$ cat src/rtl/dpo_pkg.sv
package dpo_pkg;
  // Register port geometry.
  localparam int ADDR_W = 8;
  localparam int DATA_W = 32;
  localparam logic [7:0] CTRL_OFS = 8'h00;
  localparam logic [7:0] GPO_OFS = 8'h04;
  localparam logic [7:0] GPIO_OFS = 8'h08;
  localparam logic [7:0] STAT_OFS = 8'h0C;
  // Control register fields.
  localparam int C_FILT = 0;
  localparam int C_EDGE = 1;
  localparam int C_M18 = 2;
  localparam int C_GPIO = 3;
  localparam int C_AUDB = 4;
  localparam int C_MCLK = 5;
  localparam int CTRL_W = 7;
  localparam logic [6:0] CTRL_RST = 7'h01;
  // Output-level register fields: enables in the low bits, levels above.
  localparam int GPO_N = 5;
  localparam int G_LVL = 8;
  localparam logic [4:0] GPO_RST = 5'h00;
  // General-purpose I/O register fields.
  localparam int GPIO_N = 4;
  localparam int GP_DIR = 4;
  localparam logic [3:0] GPIO_RST = 4'h0;
  // Status register fields.
  localparam int S_LOCK = 4;
  localparam int S_IRQ = 5;
  localparam int S_M18 = 6;
  // Pixel path timing, counted in output pixel clocks.
  localparam int FILT_LEN = 3;
  localparam int FS_GAP = 130;
  localparam logic [7:0] FS_GAP_M1 = 8'(FS_GAP - 1);
  localparam int PIX_W = 24;
  localparam int B0_BIT = 16;
  localparam int B1_BIT = 17;
  // Audio master clock ratio codes.
  localparam logic [1:0] MCLK_X1 = 2'h0;
  localparam logic [1:0] MCLK_X2 = 2'h1;
  localparam logic [1:0] MCLK_X4 = 2'h2;
  localparam int AUD_DIV_W = 3;

  // Maps I/O index 0..3 onto pixel bits 0, 1, 8 and 9.
  function automatic int dpo_gpio_bit(input int i);
    return (i / 2) * 8 + (i % 2);
  endfunction
endpackage

$ cat src/rtl/dpo_out.sv
`timescale 1ns/1ps
// Contract
// (RQ1) Filter on: sync/valid pulses under three clocks dropped.
// (RQ2) Filter off: sync/valid pass without width limit.
// (RQ3) Line sync, valid: two changes per 130 clocks. Not limited here: only frame sync has a gap counter.
// (RQ4) Frame sync: one change per 130 clocks.
// (RQ5) Register bit picks pixel clock strobe edge.
// (RQ6) Master clock at one, two, four times bit clock.
// (RQ7) Four I/O replace R0,R1,G0,G1 in 18-bit mode.
// (RQ8) Register levels drive B0,B1,audio data, word, bit clock.
// (RQ9) 18-bit mode: B1 pin carries second audio data.
// (RQ10) Power-down low: outputs float, PLL off.
// (RQ11) Shared pin: interrupt or self-test clock select.
// (RQ12) Unlocked: outputs follow enable pin; locked: active.
// (RQ13) Pixel, sync, valid outputs registered together.
module dpo_out (
  // Clock and power-down reset
  input wire logic clk,
  input wire logic resetn,
  // Register port
  input wire logic [dpo_pkg::ADDR_W-1:0] reg_addr,
  input wire logic [dpo_pkg::DATA_W-1:0] reg_wdata,
  input wire logic reg_wr,
  input wire logic reg_rd,
  output logic [dpo_pkg::DATA_W-1:0] reg_rdata,
  // Recovered video and audio
  input wire logic [dpo_pkg::PIX_W-1:0] in_pixel,
  input wire logic in_line_sync,
  input wire logic in_frame_sync,
  input wire logic in_valid,
  input wire logic in_audio_word,
  input wire logic in_audio_data_a,
  input wire logic in_audio_data_b,
  output logic pixel_take,
  // Link state and straps
  input wire logic link_locked,
  input wire logic selftest_en,
  input wire logic cfg_gpio_mode,
  input wire logic cfg_audio_b_mode,
  input wire logic output_enable_pin,
  input wire logic sleep_state_select,
  input wire logic interrupt_input,
  // Video pins
  output logic [dpo_pkg::PIX_W-1:0] pixel_data_out,
  output logic [dpo_pkg::PIX_W-1:0] pixel_data_oe_n,
  input wire logic [dpo_pkg::GPIO_N-1:0] gpio_in,
  output logic line_sync_out,
  output logic frame_sync_out,
  output logic pixel_valid_out,
  output logic pixel_clk_out,
  output logic ctl_oe_n,
  // Audio pins
  output logic audio_bit_clk,
  output logic audio_word_clk,
  output logic audio_data_a,
  output logic audio_mclk,
  output logic audio_oe_n,
  // Miscellaneous
  output logic selftest_clock_select,
  output logic pll_enable
);
  logic [dpo_pkg::CTRL_W-1:0] ctrl, next_ctrl;
  logic [dpo_pkg::GPO_N-1:0] gpo_en, next_gpo_en, gpo_lvl, next_gpo_lvl;
  logic [dpo_pkg::GPIO_N-1:0] gpio_out, next_gpio_out, gpio_dir, next_gpio_dir;
  logic irq, next_irq;
  logic [dpo_pkg::DATA_W-1:0] next_rdata;
  logic filt_on, edge_sel, gpio_mode, audb_mode, hiz;
  logic [1:0] mclk_sel;

  assign filt_on = ctrl[dpo_pkg::C_FILT];
  assign edge_sel = ctrl[dpo_pkg::C_EDGE];
  assign mclk_sel = ctrl[dpo_pkg::C_MCLK+1:dpo_pkg::C_MCLK];
  assign gpio_mode = (ctrl[dpo_pkg::C_M18] & ctrl[dpo_pkg::C_GPIO]) | cfg_gpio_mode; // [RQ7]
  assign audb_mode = (ctrl[dpo_pkg::C_M18] & ctrl[dpo_pkg::C_AUDB]) | cfg_audio_b_mode; // [RQ9]
  // Unlocked with the enable pin low floats the pins unless sleep select holds them low.
  assign hiz = !link_locked && !output_enable_pin && !sleep_state_select; // [RQ12]

  // Register file.
  always_comb
  begin
    next_ctrl = ctrl;
    next_gpo_en = gpo_en;
    next_gpo_lvl = gpo_lvl;
    next_gpio_out = gpio_out;
    next_gpio_dir = gpio_dir;
    next_rdata = '0;
    // A new interrupt level wins over a clear in the same cycle.
    next_irq = irq;
    if (reg_wr)
    begin
      case (reg_addr)
        dpo_pkg::CTRL_OFS: next_ctrl = reg_wdata[dpo_pkg::CTRL_W-1:0];
        dpo_pkg::GPO_OFS:
        begin
          next_gpo_en = reg_wdata[dpo_pkg::GPO_N-1:0];
          next_gpo_lvl = reg_wdata[dpo_pkg::G_LVL+dpo_pkg::GPO_N-1:dpo_pkg::G_LVL];
        end
        dpo_pkg::GPIO_OFS:
        begin
          next_gpio_out = reg_wdata[dpo_pkg::GPIO_N-1:0];
          next_gpio_dir = reg_wdata[dpo_pkg::GP_DIR+dpo_pkg::GPIO_N-1:dpo_pkg::GP_DIR];
        end
        dpo_pkg::STAT_OFS: if (reg_wdata[dpo_pkg::S_IRQ]) next_irq = 1'b0;
        default: next_irq = irq;
      endcase
    end
    if (!selftest_en && interrupt_input)
    begin
      next_irq = 1'b1; // [RQ11]
    end
    if (reg_rd)
    begin
      case (reg_addr)
        dpo_pkg::CTRL_OFS: next_rdata[dpo_pkg::CTRL_W-1:0] = ctrl;
        dpo_pkg::GPO_OFS:
        begin
          next_rdata[dpo_pkg::GPO_N-1:0] = gpo_en;
          next_rdata[dpo_pkg::G_LVL+dpo_pkg::GPO_N-1:dpo_pkg::G_LVL] = gpo_lvl;
        end
        dpo_pkg::GPIO_OFS:
        begin
          next_rdata[dpo_pkg::GPIO_N-1:0] = gpio_out;
          next_rdata[dpo_pkg::GP_DIR+dpo_pkg::GPIO_N-1:dpo_pkg::GP_DIR] = gpio_dir;
        end
        dpo_pkg::STAT_OFS:
        begin
          next_rdata[dpo_pkg::GPIO_N-1:0] = gpio_in; // [RQ7]
          next_rdata[dpo_pkg::S_LOCK] = link_locked;
          next_rdata[dpo_pkg::S_IRQ] = irq;
          next_rdata[dpo_pkg::S_M18] = gpio_mode | audb_mode;
        end
        default: next_rdata = '0;
      endcase
    end
  end

  always_ff @(posedge clk or negedge resetn)
  begin
    if (!resetn)
    begin
      ctrl <= dpo_pkg::CTRL_RST;
      gpo_en <= dpo_pkg::GPO_RST;
      gpo_lvl <= dpo_pkg::GPO_RST;
      gpio_out <= dpo_pkg::GPIO_RST;
      gpio_dir <= dpo_pkg::GPIO_RST;
      irq <= 1'b0;
      reg_rdata <= '0;
    end
    else
    begin
      ctrl <= next_ctrl;
      gpo_en <= next_gpo_en;
      gpo_lvl <= next_gpo_lvl;
      gpio_out <= next_gpio_out;
      gpio_dir <= next_gpio_dir;
      irq <= next_irq;
      reg_rdata <= next_rdata;
    end
  end

  // Pixel clock runs at half of clk so the strobe edge picked by the edge bit falls mid-data.
  logic phase, next_phase;
  logic [dpo_pkg::PIX_W-1:0] pipe [dpo_pkg::FILT_LEN];
  logic [dpo_pkg::PIX_W-1:0] next_pipe [dpo_pkg::FILT_LEN];
  logic [dpo_pkg::FILT_LEN-1:0] fs_tap, next_fs_tap;
  logic fs_q, next_fs_q;
  logic [7:0] fs_gap, next_fs_gap;
  logic [1:0] ctl_in, filt_q, next_filt;
  logic [dpo_pkg::FILT_LEN-1:0] tap [2];

  assign ctl_in = {in_valid, in_line_sync};
  assign next_phase = ~phase;

  // Line sync and valid each pass through their own copy of one filter; it only removes edges, never adds them.
  generate
    for (genvar k = 0; k < 2; k++)
    begin : g_filt
      logic [dpo_pkg::FILT_LEN-1:0] next_tap;
      logic next_f;
      always_comb
      begin
        next_tap = tap[k];
        next_f = filt_q[k];
        if (phase)
        begin
          next_tap = {tap[k][dpo_pkg::FILT_LEN-2:0], ctl_in[k]};
          if (!filt_on)
          begin
            next_f = tap[k][dpo_pkg::FILT_LEN-1]; // [RQ2]
          end
          else if (&tap[k])
          begin
            next_f = 1'b1; // [RQ1]
          end
          else if (~|tap[k])
          begin
            next_f = 1'b0; // [RQ1]
          end
        end
      end
      assign next_filt[k] = next_f;
      always_ff @(posedge clk or negedge resetn)
      begin
        if (!resetn)
        begin
          tap[k] <= '0;
          filt_q[k] <= 1'b0;
        end
        else
        begin
          tap[k] <= next_tap;
          filt_q[k] <= next_f;
        end
      end
    end
  endgenerate

  always_comb
  begin
    next_pipe = pipe;
    next_fs_tap = fs_tap;
    next_fs_q = fs_q;
    next_fs_gap = fs_gap;
    if (phase)
    begin
      next_pipe[0] = in_pixel;
      for (int i = 1; i < dpo_pkg::FILT_LEN; i++)
      begin
        next_pipe[i] = pipe[i-1];
      end
      next_fs_tap = {fs_tap[dpo_pkg::FILT_LEN-2:0], in_frame_sync};
      // A frame edge closer than the gap to the last one is held back.
      if (fs_tap[dpo_pkg::FILT_LEN-1] != fs_q && fs_gap == dpo_pkg::FS_GAP_M1)
      begin
        next_fs_q = fs_tap[dpo_pkg::FILT_LEN-1]; // [RQ4]
        next_fs_gap = '0;
      end
      else if (fs_gap != dpo_pkg::FS_GAP_M1)
      begin
        next_fs_gap = fs_gap + 8'h01;
      end
    end
  end

  always_ff @(posedge clk or negedge resetn)
  begin
    if (!resetn)
    begin
      phase <= 1'b0;
      pipe <= '{default: '0};
      fs_tap <= '0;
      fs_q <= 1'b0;
      fs_gap <= dpo_pkg::FS_GAP_M1;
    end
    else
    begin
      phase <= next_phase;
      pipe <= next_pipe;
      fs_tap <= next_fs_tap;
      fs_q <= next_fs_q;
      fs_gap <= next_fs_gap;
    end
  end

  // Output stage: every pin value and enable leaves from a flip-flop.
  localparam int AUDW = dpo_pkg::AUD_DIV_W;
  logic [AUDW-1:0] aud_cnt, next_aud_cnt;
  logic aud_b, next_aud_b;
  logic [dpo_pkg::PIX_W-1:0] next_pix, next_pix_oe_n;
  logic next_ls, next_fs, next_dv, next_pclk, next_bclk, next_wc, next_da, next_mclk;

  always_comb
  begin
    next_aud_cnt = aud_cnt + 3'h1;
    next_aud_b = in_audio_data_b;
    next_pix = phase ? pipe[dpo_pkg::FILT_LEN-1] : pixel_data_out; // [RQ13]
    next_ls = phase ? next_filt[0] : line_sync_out;
    next_dv = phase ? next_filt[1] : pixel_valid_out;
    next_fs = phase ? next_fs_q : frame_sync_out;
    next_pclk = phase ? edge_sel : ~edge_sel; // [RQ5]
    for (int i = 0; i < dpo_pkg::GPIO_N; i++)
    begin
      if (gpio_mode)
      begin
        next_pix[dpo_pkg::dpo_gpio_bit(i)] = gpio_out[i]; // [RQ7]
      end
    end
    if (audb_mode)
    begin
      next_pix[dpo_pkg::B1_BIT] = aud_b; // [RQ9]
    end
    if (gpo_en[0])
    begin
      next_pix[dpo_pkg::B0_BIT] = gpo_lvl[0]; // [RQ8]
    end
    if (gpo_en[1])
    begin
      next_pix[dpo_pkg::B1_BIT] = gpo_lvl[1]; // [RQ8]
    end
    next_da = gpo_en[2] ? gpo_lvl[2] : in_audio_data_a; // [RQ8]
    next_wc = gpo_en[3] ? gpo_lvl[3] : in_audio_word; // [RQ8]
    next_bclk = gpo_en[4] ? gpo_lvl[4] : aud_cnt[2]; // [RQ8]
    case (mclk_sel)
      dpo_pkg::MCLK_X1: next_mclk = aud_cnt[2]; // [RQ6]
      dpo_pkg::MCLK_X2: next_mclk = aud_cnt[1]; // [RQ6]
      default: next_mclk = aud_cnt[0]; // [RQ6]
    endcase
    next_pix_oe_n = {dpo_pkg::PIX_W{hiz}};
    for (int i = 0; i < dpo_pkg::GPIO_N; i++)
    begin
      if (gpio_mode && !hiz)
      begin
        next_pix_oe_n[dpo_pkg::dpo_gpio_bit(i)] = ~gpio_dir[i]; // [RQ7]
      end
    end
    if (!link_locked)
    begin
      next_pix = '0; // [RQ12]
      next_ls = 1'b0;
      next_fs = 1'b0;
      next_dv = 1'b0;
      next_pclk = 1'b0;
      next_bclk = 1'b0;
      next_wc = 1'b0;
      next_da = 1'b0;
      next_mclk = 1'b0;
    end
  end

  // Reset is the power-down pin: every pin floats and the PLL stays off.
  always_ff @(posedge clk or negedge resetn)
  begin
    if (!resetn)
    begin
      aud_cnt <= '0; // [RQ10]
      aud_b <= 1'b0;
      pixel_data_out <= '0;
      pixel_data_oe_n <= '1;
      line_sync_out <= 1'b0;
      frame_sync_out <= 1'b0;
      pixel_valid_out <= 1'b0;
      pixel_clk_out <= 1'b0;
      ctl_oe_n <= 1'b1;
      audio_bit_clk <= 1'b0;
      audio_word_clk <= 1'b0;
      audio_data_a <= 1'b0;
      audio_mclk <= 1'b0;
      audio_oe_n <= 1'b1;
      selftest_clock_select <= 1'b0;
      pll_enable <= 1'b0;
      pixel_take <= 1'b0;
    end
    else
    begin
      aud_cnt <= next_aud_cnt;
      aud_b <= next_aud_b;
      pixel_data_out <= next_pix;
      pixel_data_oe_n <= next_pix_oe_n;
      line_sync_out <= next_ls;
      frame_sync_out <= next_fs;
      pixel_valid_out <= next_dv;
      pixel_clk_out <= next_pclk;
      ctl_oe_n <= hiz; // [RQ12]
      audio_bit_clk <= next_bclk;
      audio_word_clk <= next_wc;
      audio_data_a <= next_da;
      audio_mclk <= next_mclk;
      audio_oe_n <= hiz;
      selftest_clock_select <= selftest_en & interrupt_input; // [RQ11]
      pll_enable <= 1'b1; // [RQ10]
      pixel_take <= next_phase;
    end
  end
endmodule

$ cat config.mk
export PLATFORM = sky130hd
export DESIGN_NAME = dpo_out
export DESIGN_NICKNAME = d
export VERILOG_FILES = /design/src/rtl/dpo_pkg.sv /design/src/rtl/dpo_out.sv
export SDC_FILE = /design/constraint.sdc
export NUM_CORES = 1
export LEC_CHECK = 0
export ABC_AREA = 1
export BUFFER_PORTS_ARGS = -buffer_cell sky130_fd_sc_hd__buf_2
export CAP_MARGIN = 30
export CORE_MARGIN = 5
export CORE_UTILIZATION = 48
export DETAILED_ROUTE_END_ITERATION = 8
export PLACE_DENSITY_LB_ADDON = 0.25
export SETUP_SLACK_MARGIN = 0.2
export SYNTH_ARGS = -nofsm -noshare
export SYNTH_HDL_FRONTEND = slang
export SYNTH_SLANG_ARGS = --single-unit
$ cat constraint.sdc
create_clock -name clk -period 1.4 [get_ports clk]
set_input_delay 0.28 -clock clk [delete_from_list [all_inputs] [get_ports clk]]
set_output_delay 0.28 -clock clk [all_outputs]
set_load 0.02 [all_outputs]
* Yosys cells after proc, flatten, opt, wreduce, memory -nomap -nowiden
Cells that the tools add are included.
Cells by class: bitwise logic cells 12, equality and inequality tests 11, muxes and demuxes 50, add/subtract/negate cells 2, reductions and logical operators 25
Operators with widths (count):
- $mux 24 | 2
- $mux 1 | 41
- $pmux 5 s4 | 1
- $eq 8x4->1 const B | 2
- $mux 8 | 2
- $mux 13 | 1
- $reduce_and 3->1 | 3
- $add 8x1->8 const B | 1
- $eq 8x3->1 const B | 1
- $eq 8x8->1 const B | 1
- $logic_not 8->1 | 1
- $ne 8x8->1 const B | 1
- $reduce_and 2->1 | 4
- $reduce_bool 2->1 | 4
- $ne 3x2->1 const B | 2
- $not 1->1 | 6
- $pmux 2 s3 | 1
- $reduce_or 3->1 | 2
- $logic_and 1x1->1 | 5
- $logic_not 1->1 | 5
- $mux 5 | 1
- $ne 4x2->1 const B | 1
- $add 3x1->3 const B | 1
- $and 1x1->1 | 3
- 6 further kinds | 8
Word-level totals: logic and storage cells 136, register bits 201, output and inout bits 93

* Logic depth before layout (Yosys ltp)
Gate-level depths: netlist of the first run.
depth in word-level cells 7, gate-level depth with buffers 8, mapped depth without buffers 8

* Least setup slack after synthesis of the first run
No wires, ideal clock.
path type flip-flop to flip-flop, start register fs_gap[0], end register fs_gap[6], required time 1.274 ns, cell stages (with the launch flop) 8, path buffers 0, data arrival time 1.265 ns, period minus slack after synthesis 1.391 ns, slack 0.009 ns, cells stage by stage dfstp_2 > ha_1 > nor3b_2 > nand2_1 > nand2_1 > nand2_2 > nand2_1 > o21ai_0
Between the ends: word-level cells in the longest chain between the ends 4, elaborated cells on any way between the ends 8, those cells by class 1 x add/sub; 2 x eq/ne; 2 x mux; 3 x reduce/logical
Ends and longest elaborated chain:
- start, declared | line dpo_out.sv:167 | logic [7:0] fs_gap, next_fs_gap;
- start signal, assigned | line dpo_out.sv:253 | fs_gap <= dpo_pkg::FS_GAP_M1;
- start signal, assigned | line dpo_out.sv:261 | fs_gap <= next_fs_gap;
- parallel branches: the longest is 4 deep, another holds $add 8x1->8
Parallel ways; which one is timed is not known. The select of a mux whose other input is x is not followed. A chain may end at the register's enable or synchronous reset.

==> impl_summary.log, run 1 <==
[metrics] outcome: complete, but fails checks
[metrics] violations in the final reports: setup timing
[metrics] cell depth of the worst min-delay path: 3
[metrics] highest attainable clock frequency: 633 MHz
[metrics] combined area of all synthesized cells: 7440 sq um
[metrics] worst-case hold slack: 0.0516 ns
[metrics] unrepaired setup endpoints after global routing: true
[metrics] portion of the post-synthesis area used by sequential elements: 59.0%
[metrics] worst r2r path cells: 10
[metrics] area fraction of the dominant cell type after synthesis: between 50% and 60%
[metrics] Critical Path AT: 1.94 ns
[metrics] H-Tree Level Count: 4
[metrics] hold path startpoint: in_pixel[14]
[metrics] diodes inserted: 0
[metrics] via count of the first global-routing pass: 5767
[metrics] number of fillers in the final layout: 988
[metrics] pin count of the biggest net entering global routing: 52
[metrics] final-report hold violation count: 0
[metrics] CTS clk-pin slew, worst paths: 0.07 ns
[metrics] number of remaining DRC errors: 0
[metrics] Root Driver: sky130_fd_sc_hd__clkbuf_16
[metrics] Overflow after GRT: 0
[metrics] terminating pin of the worst hold path: pipe[62]
[metrics] cell area after layout: approximately 11000 sq um
[metrics] share of the cycle needed by the critical path after routing: 113%
[metrics] share of cells above drive strength 1: 45.2%
[metrics] First-pass DRT Iterations: 4
[metrics] synthesized netlist cell count: between 800 and 900
[metrics] placeable core area: between 15000 and 20000 sq um
[metrics] Worst R2R End: pipe[51]
[metrics] cell types with the largest area share after synthesis: sky130_fd_sc_hd__dfrtp_1, sky130_fd_sc_hd__nand2_1, sky130_fd_sc_hd__o21ai_0
[metrics] initial drt markers: about 290
[metrics] Total Wirelength: about 20 mm
[metrics] # Max-Cap Violations: 0
[metrics] Worst Setup Slack, final: -0.181 ns
[metrics] total area of multi-input combinational cells: 3170 sq um
[metrics] clk buf depth: 2
[metrics] post-detailed-placement cell area: 8330 sq um
[metrics] final worst path period need: 1.58 ns
[metrics] cell leakage power: 6.12 nW
[metrics] Synth async-reset ratio: 100%
[metrics] chip width: 134 um
[metrics] Hold WC Path Type: in2reg
[metrics] number of antenna-violating nets in the routed design: 0
[metrics] TritonCTS Buffers: 17
[metrics] total die area: 18100 sq um
[metrics] Area Growth Syn to Fin: 52.5%
[metrics] post-detail-place hpwl: 10.6 mm
[metrics] top flip-flop cell by instance count after synthesis: sky130_fd_sc_hd__dfrtp_1
[metrics] Final Wtd Congestion: between 0.7 and 0.8
[metrics] power density over the cells: around 1000 nW/um^2
[metrics] number of ports placed on the die boundary: 178
[metrics] insertion delay of the later-clocked pin in the worst-skew pair: 0.42 ns
[metrics] nature of the critical path endpoint: flip-flop
[metrics] mean routed wirelength per cell: 16.1 um
[metrics] total of flip-flops plus latches after synthesis: 175
[metrics] Placed Cells: 1126
[metrics] mean number of vias per cell: 4.94
[metrics] cell type contributing the most total cell area after synthesis: sky130_fd_sc_hd__dfrtp_1
[metrics] initial antenna violation count: 1
[metrics] max-slew violations: 0
[metrics] Crit path required time: 1.76 ns
[metrics] peak supply drop: between 0.0007 and 0.0008 V
[metrics] total negative slack for setup checks: -11.39 ns
[metrics] worst clock skew: 0.00583 ns
[metrics] most frequently used cell type in the post-synthesis netlist: sky130_fd_sc_hd__nand2_1
[metrics] initial cell density of the core: ~49%
[metrics] GRT Util Overall: between 10% and 20%
[metrics] Yosys Warn Count: 0
[metrics] CTS sink count: 175
[metrics] count of distinct cell types in the synthesized netlist: 34
[metrics] synth cell count leaders: sky130_fd_sc_hd__nand2_1, sky130_fd_sc_hd__dfrtp_1, sky130_fd_sc_hd__o21ai_0, sky130_fd_sc_hd__inv_1, sky130_fd_sc_hd__buf_4
[metrics] nature of the critical path startpoint: flip-flop
[metrics] count of placed standard cells in the final layout, fillers left out: roughly 1200
[metrics] synthesized area divided by synthesized cell count: 9.03 sq um
[metrics] Sequential cell area: 4400 sq um
[metrics] Final nets: around 1100
[metrics] CTS tree: yes
[metrics] register-to-register setup slack: -0.18 ns
[metrics] setup-violating endpoint count in the final report: 115
[metrics] Overall Power: approximately 0.012 W
[metrics] biggest fanout along the worst timing path: 7
[metrics] EDFF count, synth: 0
[metrics] category of the critical setup timing path: reg2reg
[metrics] Chip Height: 134 um
[metrics] launch instance of the worst register-to-register path: pixel_take
[metrics] first-pass GRT wire length: 28.3 mm
[metrics] number of buffer cells added on primary ports: 139
[metrics] std cell rows: 45
[metrics] via count of the routed design: just over 6000
==> final cells by class <==
| type | instances | share of cell area, % |
|---|---|---|
| Sequential cell | 175 | 38.8 |
| Timing Repair Buffer | 250 | 22.9 |
| Inverter | 69 | 2.50 |
| Clock inverter | 8 | 1.34 |
| Clock buffer | 24 | 4.43 |
| Multi-Input combinational cell | 529 | 28.0 |
| Tap cell | 188 | 2.07 |
==> worst max-delay path by stage <==
| stage | from | endpoint | slack, ns | cells past startpoint |
|---|---|---|---|---|
| final | pixel_take | pipe[51] | -0.18 | 10 |
| after global routing | fs_gap[1] | fs_gap[5] | -0.25 | 9 |
| after floorplan | fs_gap[0] | fs_gap[0] | 0.02 | 6 |
| after detailed placement | fs_gap[0] | fs_gap[0] | -0.14 | 6 |
| after global placement | fs_gap[0] | fs_gap[0] | -0.07 | 6 |
| after CTS | pixel_data_oe_n[7] | pixel_data_oe_n[12] | -0.21 | 1 |
==> per-layer routing <==
metal  vias up  track usage, %  share of wire, %
met5         -               0             0.075
met4         2            5.83               2.9
met3        45            4.81               5.4
met2       186            34.0                51
met1      2945            25.2                40
li1       2963               -                 -
==> cells in the final DEF (no fill, tap or decap), types with 20 or more instances in the layout <==
master | synthesis | layout
sky130_fd_sc_hd__buf_2 | 16 | 85
sky130_fd_sc_hd__buf_4 | 40 | 47
sky130_fd_sc_hd__buf_6 | 3 | 66
sky130_fd_sc_hd__clkbuf_16 | 0 | 23
sky130_fd_sc_hd__conb_1 | 2 | 20
sky130_fd_sc_hd__dfrtp_1 | 167 | 166
sky130_fd_sc_hd__inv_1 | 67 | 66
sky130_fd_sc_hd__nand2_1 | 307 | 181
sky130_fd_sc_hd__nand2_2 | 3 | 77
sky130_fd_sc_hd__nand2_4 | 3 | 52
sky130_fd_sc_hd__nor2_1 | 34 | 32
sky130_fd_sc_hd__o21ai_0 | 74 | 22
sky130_fd_sc_hd__o21ai_1 | 5 | 35
sky130_fd_sc_hd__o21ai_2 | 15 | 35
==> logic make-up after synthesis <==
| kind of cell | Yosys count | share of synthesized area, % |
|---|---|---|
| xor+xnor | 7 | 0.824 |
| fa+ha+maj | 3 | 0.505 |
| mux | 1 | 0.151 |
| buf+inv | 138 | 9.56 |
| flops | 175 | 59.0 |
| simple gates | 377 | 20.7 |
| other cells | 2 | 0.101 |
| compound gates | 121 | 9.12 |
==> sequential cells by signal (all words and copies together) (netlist names), 4 cells and up <==
register,count
gpo_en,5
gpio_out,4
pipe,72
pixel_data_oe_n,5
tap,6
fs_gap,8
gpio_dir,4
reg_rdata,13
gpo_lvl,5
ctrl,7
pixel_data_out,24
==> stage by stage <==
| stage | utilization, % | setup slack, ns |
|---|---|---|
| 6_report | 74.6 | -0.181 |
| 3_5_place_dp | 54.8 | -0.143 |
| 4_1_cts | 67.4 | -0.207 |
| 5_1_grt | 74.6 | -0.250 |
| 3_3_place_gp | 54.8 | -0.0708 |
| 2_1_floorplan | - | 0.0230 |
==> worst max-delay path, cell delays in order, from the launching register on <==
cell                      delay (ns)
sky130_fd_sc_hd__dfrtp_4        0.50
sky130_fd_sc_hd__buf_6          0.13
sky130_fd_sc_hd__buf_6          0.10
sky130_fd_sc_hd__buf_12         0.14
sky130_fd_sc_hd__inv_12         0.07
sky130_fd_sc_hd__buf_12         0.12
sky130_fd_sc_hd__buf_12         0.11
sky130_fd_sc_hd__buf_12         0.10
sky130_fd_sc_hd__buf_16         0.13
sky130_fd_sc_hd__nand2_4        0.05
sky130_fd_sc_hd__nand2_2        0.05
==> report_power, final <==
part	total, W	leakage [nW]	switching [W]	internal (W)
sequential	0.00547	2.15	0.000185	0.00528
clock	0.00517	0.309	0.00194	0.00323
combinational	0.00100	3.66	0.000586	0.000419
total	0.0116	6.12	0.00271	0.00893
==> repair_timing <==
item	4_1_cts	5_1_grt
endpoints found under the setup margin	150	186
endpoints found under the hold margin	25	0
resized for setup	216	214
pin swaps	20	41
hold buffers	4	0
cloned	12	9
buffers inserted	34	26
Power figures use the tool's default switching activity.
==> run 2: changes to the inputs <==
--- a/config.mk
+++ b/config.mk
@@ -12,6 +12,7 @@
 export CORE_UTILIZATION = 48
 export DETAILED_ROUTE_END_ITERATION = 8
 export PLACE_DENSITY_LB_ADDON = 0.25
+export REMOVE_ABC_BUFFERS = 1
 export SETUP_SLACK_MARGIN = 0.2
 export SYNTH_ARGS = -nofsm -noshare
 export SYNTH_HDL_FRONTEND = slang
==> run 2 against run 1 <==
Net effect: the run still ends with setup timing left; critical path depth is 8 lower; global-route usage rose by 0.26 points; clock power shrank 12%; sequential cell count unchanged; register-to-register slack better by 0.09 ns; worst setup slack better by 0.013 ns; clock skew increased by 0.0034 ns; hold slack got worse by 0.016 ns; sequential power about the same; combinational power up 4%; wire length is 2.1% higher; utilization is 1.5 points lower; critical path type is now reg2out; critical endpoint is now pixel_data_oe_n[10]; largest power group unchanged.
==> impl_summary.log, run 2 (synthesis results as in run 1) <==
[metrics] placeable core area: 15200 sq um (unchanged)
[metrics] clk buf depth: 2 (unchanged)
[metrics] register-to-register setup slack: -0.09 ns (+0.09 ns)
[metrics] via count of the first global-routing pass: 5638 (-2.2%)
[metrics] setup-violating endpoint count in the final report: 71 (-38%)
[metrics] Hold WC Path Type: in2reg
[metrics] cell leakage power: 5.83 nW (-4.8%)
[metrics] share of cells above drive strength 1: 44.6% (-0.64 points)
[metrics] number of buffer cells added on primary ports: 139 (unchanged)
[metrics] H-Tree Level Count: 4 (unchanged)
[metrics] sequential share of power: 49.3% (+2.4 points)
[metrics] outcome: complete, but fails checks
[metrics] Buf/Inv on CP: 2 (-6)
[metrics] First-pass DRT Iterations: 5 (+1)
[metrics] initial cell density of the core: 48.9% (unchanged)
[metrics] nature of the critical path endpoint: output port
[metrics] Final Util: 73.1% (-1.5 points)
[metrics] cell depth of the worst min-delay path: 2 (-1)
[metrics] worst-case hold slack: 0.0360 ns (-0.0156 ns)
[metrics] final-report hold violation count: 0 (unchanged)
[metrics] number of fillers in the final layout: 1051 (+6.4%)
[metrics] Final nets: 1125 (-0.44%)
[metrics] most common cell after layout, fill and taps aside: sky130_fd_sc_hd__nand2_1
[metrics] switching part of the total power: 24.7% (+1.4 points)
[metrics] logic depth of the worst setup path including buffers: 2 (-8)
[metrics] nature of the critical path startpoint: flip-flop
[metrics] GRT Util Overall: 20.1% (+0.26 points)
[metrics] Total Wirelength: 20.4 mm (+2.1%)
[metrics] Chip Height: 134 um (unchanged)
[metrics] total area of multi-input combinational cells: 3080 sq um (-3.0%)
[metrics] category of the critical setup timing path: reg2out
[metrics] number of ports placed on the die boundary: 178 (unchanged)
[metrics] max-slew violations: 0 (unchanged)
[metrics] critical path, cell by cell: buf_6 > buf_4
[metrics] post-detailed-placement cell area: 8370 sq um (+0.51%)
[metrics] CTS clk-pin slew, worst paths: 0.06 ns (about the same)
[metrics] total negative slack for setup checks: -4.66 ns (+6.73 ns)
[metrics] worst clock skew: 0.00920 ns (+0.00337 ns)
[metrics] initial antenna violation count: 0 (-1)
[metrics] share of the cycle needed by the critical path after routing: 112% (-0.96 points)
[metrics] combinational share of power: 9.5% (+0.9 points)
[metrics] leading cell types in the layout, fill and taps excluded: sky130_fd_sc_hd__nand2_1, sky130_fd_sc_hd__dfrtp_1, sky130_fd_sc_hd__nand2_2
[metrics] highest attainable clock frequency: 638 MHz (+0.86%)
[metrics] Crit path required time: 1.12 ns (-0.64 ns)
[metrics] Final Wtd Congestion: 0.800 (+1.5%)
[metrics] share of power burned in the clock network: 41.2% (-3.2 points)
[metrics] CP max stage cell: sky130_fd_sc_hd__dfstp_2
[metrics] kind of cell adding the most delay to the critical path: flip-flops
[metrics] violations in the final reports: setup timing
[metrics] insertion delay of the later-clocked pin in the worst-skew pair: 0.43 ns (about the same)
[metrics] registers with the highest flip-flop counts: pipe x72, pixel_data_out x24, reg_rdata x13
[metrics] Worst Setup Slack, final: -0.167 ns (+0.0135 ns)
[metrics] pin count of the biggest net entering global routing: 48 (-7.7%)
[metrics] chip width: 134 um (unchanged)
[metrics] Root Driver: sky130_fd_sc_hd__clkbuf_16
[metrics] mean number of vias per cell: 5.00 (+1.3%)
[metrics] biggest fanout along the worst timing path: 11 (+4)
[metrics] via count of the routed design: 6196 (+0.90%)
[metrics] power density over the cells: 993 nW/um^2 (-3.3%)
[metrics] Sequential cell area: 4400 sq um (unchanged)
[metrics] total die area: 18100 sq um (unchanged)
[metrics] diodes inserted: 0 (unchanged)
[metrics] launch instance of the worst register-to-register path: pixel_take
[metrics] number of antenna-violating nets in the routed design: 0 (unchanged)
[metrics] number of remaining DRC errors: 0 (unchanged)
[metrics] final worst path period need: 1.57 ns (-0.0135 ns)
[metrics] std cell rows: 45 (unchanged)
[metrics] CTS tree: yes
[metrics] delay of the slowest cell on the worst path: 0.55 ns (+0.05 ns)
[metrics] Overflow after GRT: 0 (unchanged)
[metrics] worst setup path startpoint: pixel_data_oe_n[7]
[metrics] TritonCTS Buffers: 17 (unchanged)
[metrics] # Max-Cap Violations: 0 (unchanged)
[metrics] post-detail-place hpwl: 10.8 mm (+1.4%)
[metrics] NetSw: 0.00273 W (+0.65%)
[metrics] Critical Path AT: 1.29 ns (-0.65 ns)
[metrics] Area Growth Syn to Fin: 49.4%
[metrics] flip-flop count of the largest register, all copies and words added: 72 (unchanged)
[metrics] unrepaired setup endpoints after global routing: true
[metrics] Internal Dissipation: 0.00831 W (-7.0%)
[metrics] Biggest register: pipe
[metrics] peak supply drop: 0.000921 V (+15%)
[metrics] cell area after layout: 11100 sq um (-2.0%)
[metrics] worst r2r path cells: 8 (-2)
[metrics] Worst R2R End: pipe[39]
[metrics] CTS sink count: 175 (unchanged)
[metrics] first-pass GRT wire length: 28.6 mm (+0.87%)
[metrics] initial drt markers: 300 (+5.3%)
[metrics] endpoint of the most critical setup path: pixel_data_oe_n[10]
[metrics] mean routed wirelength per cell: 16.5 um (+2.5%)
==> run 2: changes by cell type in the layout (fill, tap and decap cells not counted), sizes merged <==
cell      change
buf           -7
bufinv        -3
clkbuf        +2
clkinv        +4
clkinvlp      -1
==> run 2: worst min-delay path by stage <==
stage / startpoint / endpoint / slack, ns
final: selftest_en / irq / 0.04
after global routing: in_pixel[19] / pipe[67] / 0.04
after CTS: selftest_en / irq / 0.03
after detailed placement: resetn / ctrl[1] / 0.21
after global placement: resetn / pipe[17] / 0.21
after floorplan: resetn / aud_b / -0.02
==> run 2: routing by layer <==
layer | wire, um | vias to the layer above | GRT usage (%)
li1 | - | 2944 | -
met1 | 8250 | 2950 | 26.7
met2 | 10300 | 255 | 32.5
met3 | 1340 | 47 | 5.59
met4 | 548 | 0 | 6.05
met5 | 0 | - | 0
==> run 2: cell type report <==
cell class	count	share of cell area, %
Sequential cell	175	39.6
Multi-Input combinational cell	529	27.7
Timing Repair Buffer	245	23.0
Clock buffer	24	4.34
Inverter	69	2.56
Tap cell	188	2.12
Clock inverter	8	0.732
==> run 2: repair_timing <==
| action | CTS | global route |
|---|---|---|
| hold endpoints to repair | 26 | 0 |
| pin swaps | 18 | 34 |
| endpoints found under the setup margin | 132 | 190 |
| hold buffers | 4 | 0 |
| resized for setup | 234 | 199 |
| buffers inserted | 21 | 25 |
| gates cloned | 9 | 14 |
==> run 2: worst reg2reg max path, stage by stage (launching register included) <==
cell and delay [ns]:
sky130_fd_sc_hd__dfrtp_4 0.50, sky130_fd_sc_hd__buf_6 0.14, sky130_fd_sc_hd__buf_12 0.14, sky130_fd_sc_hd__clkinv_8 0.07
sky130_fd_sc_hd__buf_12 0.10, sky130_fd_sc_hd__buf_8 0.13, sky130_fd_sc_hd__clkbuf_16 0.17, sky130_fd_sc_hd__nand2_2 0.05
sky130_fd_sc_hd__nand2_1 0.11
==> run 2: through the flow <==
| step | setup slack (ns) | power (W) | instances |
|---|---|---|---|
| final | -0.167 | 0.0110 | 1238 |
| after detailed placement | -0.142 | 0.00629 | 1134 |
| after floorplan | -2.35 | 0.00586 | 773 |
| after global routing | -0.221 | 0.0115 | 1238 |
| after global placement | -0.0777 | 0.00627 | 1134 |
| after CTS | -0.159 | 0.0109 | 1200 |
==> run 2: power by group through the flow <==
| stage | Combinational, W | Sequential, W | Clock (W) |
|---|---|---|---|
| finish | 0.00104 | 0.00545 | 0.00455 |
| global route | 0.00115 | 0.00546 | 0.00484 |
| CTS | 0.000933 | 0.00542 | 0.00460 |
| detailed placement | 0.000799 | 0.00549 | 0 |
| global placement | 0.000788 | 0.00549 | 0 |
| floorplan | 0.000294 | 0.00556 | 0 |
==> run 3: changes to the inputs <==
--- a/config.mk
+++ b/config.mk
@@ -8,10 +8,12 @@
 export ABC_AREA = 1
 export BUFFER_PORTS_ARGS = -buffer_cell sky130_fd_sc_hd__buf_2
 export CAP_MARGIN = 30
+export CELL_PAD_IN_SITES_DETAIL_PLACEMENT = 0
+export CELL_PAD_IN_SITES_GLOBAL_PLACEMENT = 2
 export CORE_MARGIN = 5
-export CORE_UTILIZATION = 48
+export CORE_UTILIZATION = 29
 export DETAILED_ROUTE_END_ITERATION = 8
-export PLACE_DENSITY_LB_ADDON = 0.25
+export PLACE_DENSITY_LB_ADDON = 0.1
 export REMOVE_ABC_BUFFERS = 1
 export SETUP_SLACK_MARGIN = 0.2
 export SYNTH_ARGS = -nofsm -noshare
==> run 3 against run 2 <==
Net effect: the run still ends with setup timing left; sequential cell count is the same; register-to-register slack lost 0.03 ns; critical path type unchanged; worst setup slack gained 0.018 ns; sequential share of layout area shrank 0.95 points; non-clock buffer count grew 3; combinational power is essentially flat; total power grew 1.0%; sequential power is essentially flat; hold slack lost 0.0024 ns; die area grew 60%; via count shrank 3.3%.
==> impl_summary.log, run 3 (synthesis results as in run 1) <==
[metrics] nature of the critical path startpoint: flip-flop
[metrics] highest attainable clock frequency: 646 MHz (+1.2%)
[metrics] Overflow after GRT: 0 (unchanged)
[metrics] share of the cycle needed by the critical path after routing: 111% (-1.3 points)
[metrics] final worst path period need: 1.55 ns (-0.0182 ns)
[metrics] Final Util: 45.1% (-28 points)
[metrics] std cell rows: 58 (+29%)
[metrics] total die area: 28900 sq um (+60%)
[metrics] category of the critical setup timing path: reg2out
[metrics] CTS tree: yes
[metrics] cell leakage power: 5.96 nW (+2.3%)
[metrics] share of cells above drive strength 1: 46.7% (+2.1 points)
[metrics] final-report hold violation count: 0 (unchanged)
[metrics] first-pass GRT wire length: 32.3 mm (+13%)
[metrics] worst-case hold slack: 0.0335 ns (-0.00243 ns)
[metrics] Hold WC Path Type: in2reg
[metrics] chip width: 170 um (+27%)
[metrics] initial antenna violation count: 0 (unchanged)
[metrics] register-to-register setup slack: -0.12 ns (-0.03 ns)
[metrics] launch instance of the worst register-to-register path: fs_gap[0]
[metrics] switching part of the total power: 26.4% (+1.7 points)
[metrics] number of remaining DRC errors: 0 (unchanged)
[metrics] clk buf depth: 2 (unchanged)
[metrics] CTS sink count: 175 (unchanged)
[metrics] registers with the highest flip-flop counts: pipe x72, pixel_data_out x24, reg_rdata x13
[metrics] Biggest register: pipe
[metrics] Critical Path AT: 1.27 ns (-0.02 ns)
[metrics] max-slew violations: 0 (unchanged)
[metrics] combinational share of power: 9.5% (about the same)
[metrics] GRT Util Overall: 14.2% (-5.9 points)
[metrics] initial drt markers: 347 (+16%)
[metrics] worst r2r path cells: 7 (-1)
[metrics] peak supply drop: 0.000627 V (-32%)
[metrics] Crit path required time: 1.12 ns (about the same)
[metrics] TritonCTS Buffers: 17 (unchanged)
[metrics] hold path startpoint: selftest_en
[metrics] initial cell density of the core: 29.4% (-19 points)
[metrics] total area of multi-input combinational cells: 3110 sq um (+1.0%)
[metrics] number of buffer cells added on primary ports: 139 (unchanged)
[metrics] violations in the final reports: setup timing
[metrics] power density over the cells: 979 nW/um^2 (-1.4%)
[metrics] Final Wtd Congestion: 0.757 (-5.4%)
[metrics] Root Driver: sky130_fd_sc_hd__clkbuf_16
[metrics] total negative slack for setup checks: -4.82 ns (-0.158 ns)
[metrics] Worst R2R End: frame_sync_out
[metrics] share of power burned in the clock network: 41.7% (+0.5 points)
[metrics] unrepaired setup endpoints after global routing: true
[metrics] outcome: complete, but fails checks
[metrics] flip-flop count of the largest register, all copies and words added: 72 (unchanged)
[metrics] mean number of vias per cell: 4.33 (-13%)
[metrics] insertion delay of the later-clocked pin in the worst-skew pair: 0.43 ns (about the same)
[metrics] number of fillers in the final layout: 2463 (+130%)
[metrics] terminating pin of the worst hold path: irq
[metrics] most common cell after layout, fill and taps aside: sky130_fd_sc_hd__nand2_1
[metrics] mean routed wirelength per cell: 16.1 um (-2.6%)
[metrics] Chip Height: 170 um (+27%)
[metrics] NetSw: 0.00294 W (+7.9%)
[metrics] Worst Setup Slack, final: -0.149 ns (+0.0182 ns)
[metrics] First-pass DRT Iterations: 4 (-1)
[metrics] via count of the first global-routing pass: 5924 (+5.1%)
[metrics] Sequential cell area: 4400 sq um (about the same)
[metrics] setup-violating endpoint count in the final report: 73 (+2.8%)
[metrics] placeable core area: 25300 sq um (+66%)
[metrics] Total Wirelength: 22.2 mm (+8.9%)
[metrics] Area Growth Syn to Fin: 53.1%
[metrics] leading cell types in the layout, fill and taps excluded: sky130_fd_sc_hd__nand2_1, sky130_fd_sc_hd__dfrtp_1, sky130_fd_sc_hd__nand2_2
[metrics] number of ports placed on the die boundary: 178 (unchanged)
[metrics] cell depth of the worst min-delay path: 2 (unchanged)
[metrics] Internal Dissipation: 0.00821 W (-1.2%)
[metrics] post-detail-place hpwl: 12.9 mm (+19%)
[metrics] # Max-Cap Violations: 0 (unchanged)
[metrics] Final nets: 1129 (+0.36%)
[metrics] via count of the routed design: 5993 (-3.3%)
[metrics] biggest fanout along the worst timing path: 11 (unchanged)
[metrics] CTS clk-pin slew, worst paths: 0.07 ns (about the same)
[metrics] pin count of the biggest net entering global routing: 51 (+6.3%)
[metrics] nature of the critical path endpoint: output port
[metrics] number of antenna-violating nets in the routed design: 0 (unchanged)
[metrics] H-Tree Level Count: 4 (unchanged)
[metrics] worst clock skew: 0.0100 ns (+0.000832 ns)
[metrics] sequential share of power: 48.8% (-0.5 points)
[metrics] diodes inserted: 0 (unchanged)
==> run 3: cell count changes in the layout (fill, tap and decap cells not counted), sizes merged <==
cell	previous run	this run
inv	68	73
clkinvlp	2	4
clkbuf	33	30
==> run 3: per-stage QoR <==
step / area [sq um] / setup slack, ns / power [W] / cells
after detailed placement: 8540 / -0.152 / 0.00632 / 1280
after global routing: 11400 / -0.230 / 0.0117 / 1384
final: 11400 / -0.149 / 0.0112 / 1384
after CTS: 10100 / -0.174 / 0.0112 / 1343
after floorplan: 7050 / -2.35 / 0.00586 / 773
after global placement: 8540 / -0.112 / 0.00631 / 1280
==> run 3: metal layers <==
layer | share of wire [%] | vias to the layer above | routed length (um) | global-route usage (%)
met4 | 1.2 | 0 | 267 | 3.54
met3 | 5.0 | 20 | 1110 | 3.09
met1 | 46 | 2863 | 10200 | 19.4
met2 | 48 | 152 | 10600 | 23.2
li1 | - | 2958 | - | -
met5 | 0 | - | 0 | 0
==> run 3: layout make-up <==
cell class | count | share of cell area, %
multi-input cells | 529 | 27.3
well taps | 330 | 3.63
flip-flops and latches | 175 | 38.6
repair buffers | 248 | 22.9
clock inverters | 14 | 1.16
repair inverters | 1 | 0.0659
clock buffers | 18 | 3.77
inverters | 69 | 2.57
==> run 3: how the worst max path moves through the flow <==
| stage | from | to |
|---|---|---|
| after detailed placement | fs_gap[0] | fs_gap[3] |
| after global placement | fs_gap[0] | fs_gap[4] |
| after floorplan | pixel_take | pixel_data_out[17] |
| after CTS | pixel_data_oe_n[7] | pixel_data_oe_n[15] |
| after global routing | fs_gap[0] | fs_gap[4] |
| final | pixel_data_oe_n[7] | pixel_data_oe_n[7] |
==> run 3: power by group through the flow <==
stage	Clock [W]	Combinational [W]	Sequential [W]
floorplan	0	0.000294	0.00556
CTS	0.00480	0.000980	0.00541
detailed placement	0	0.000828	0.00549
global placement	0	0.000824	0.00549
global route	0.00504	0.00117	0.00547
finish	0.00465	0.00106	0.00544
==> run 3: worst max-delay path, stage by stage, from the launching register on <==
cell                      delay, ns
sky130_fd_sc_hd__dfstp_2       0.56
sky130_fd_sc_hd__buf_6         0.14
sky130_fd_sc_hd__buf_4         0.15
==> run 3: what timing repair did <==
action                                  in CTS  in global routing
cloned                                       6                 18
hold buffers                                 4                  0
setup buffers                               21                 23
endpoints found under the setup margin     110                197
gates resized for setup                    240                242
pin swaps                                   16                 46
endpoints found under the hold margin      169                  0
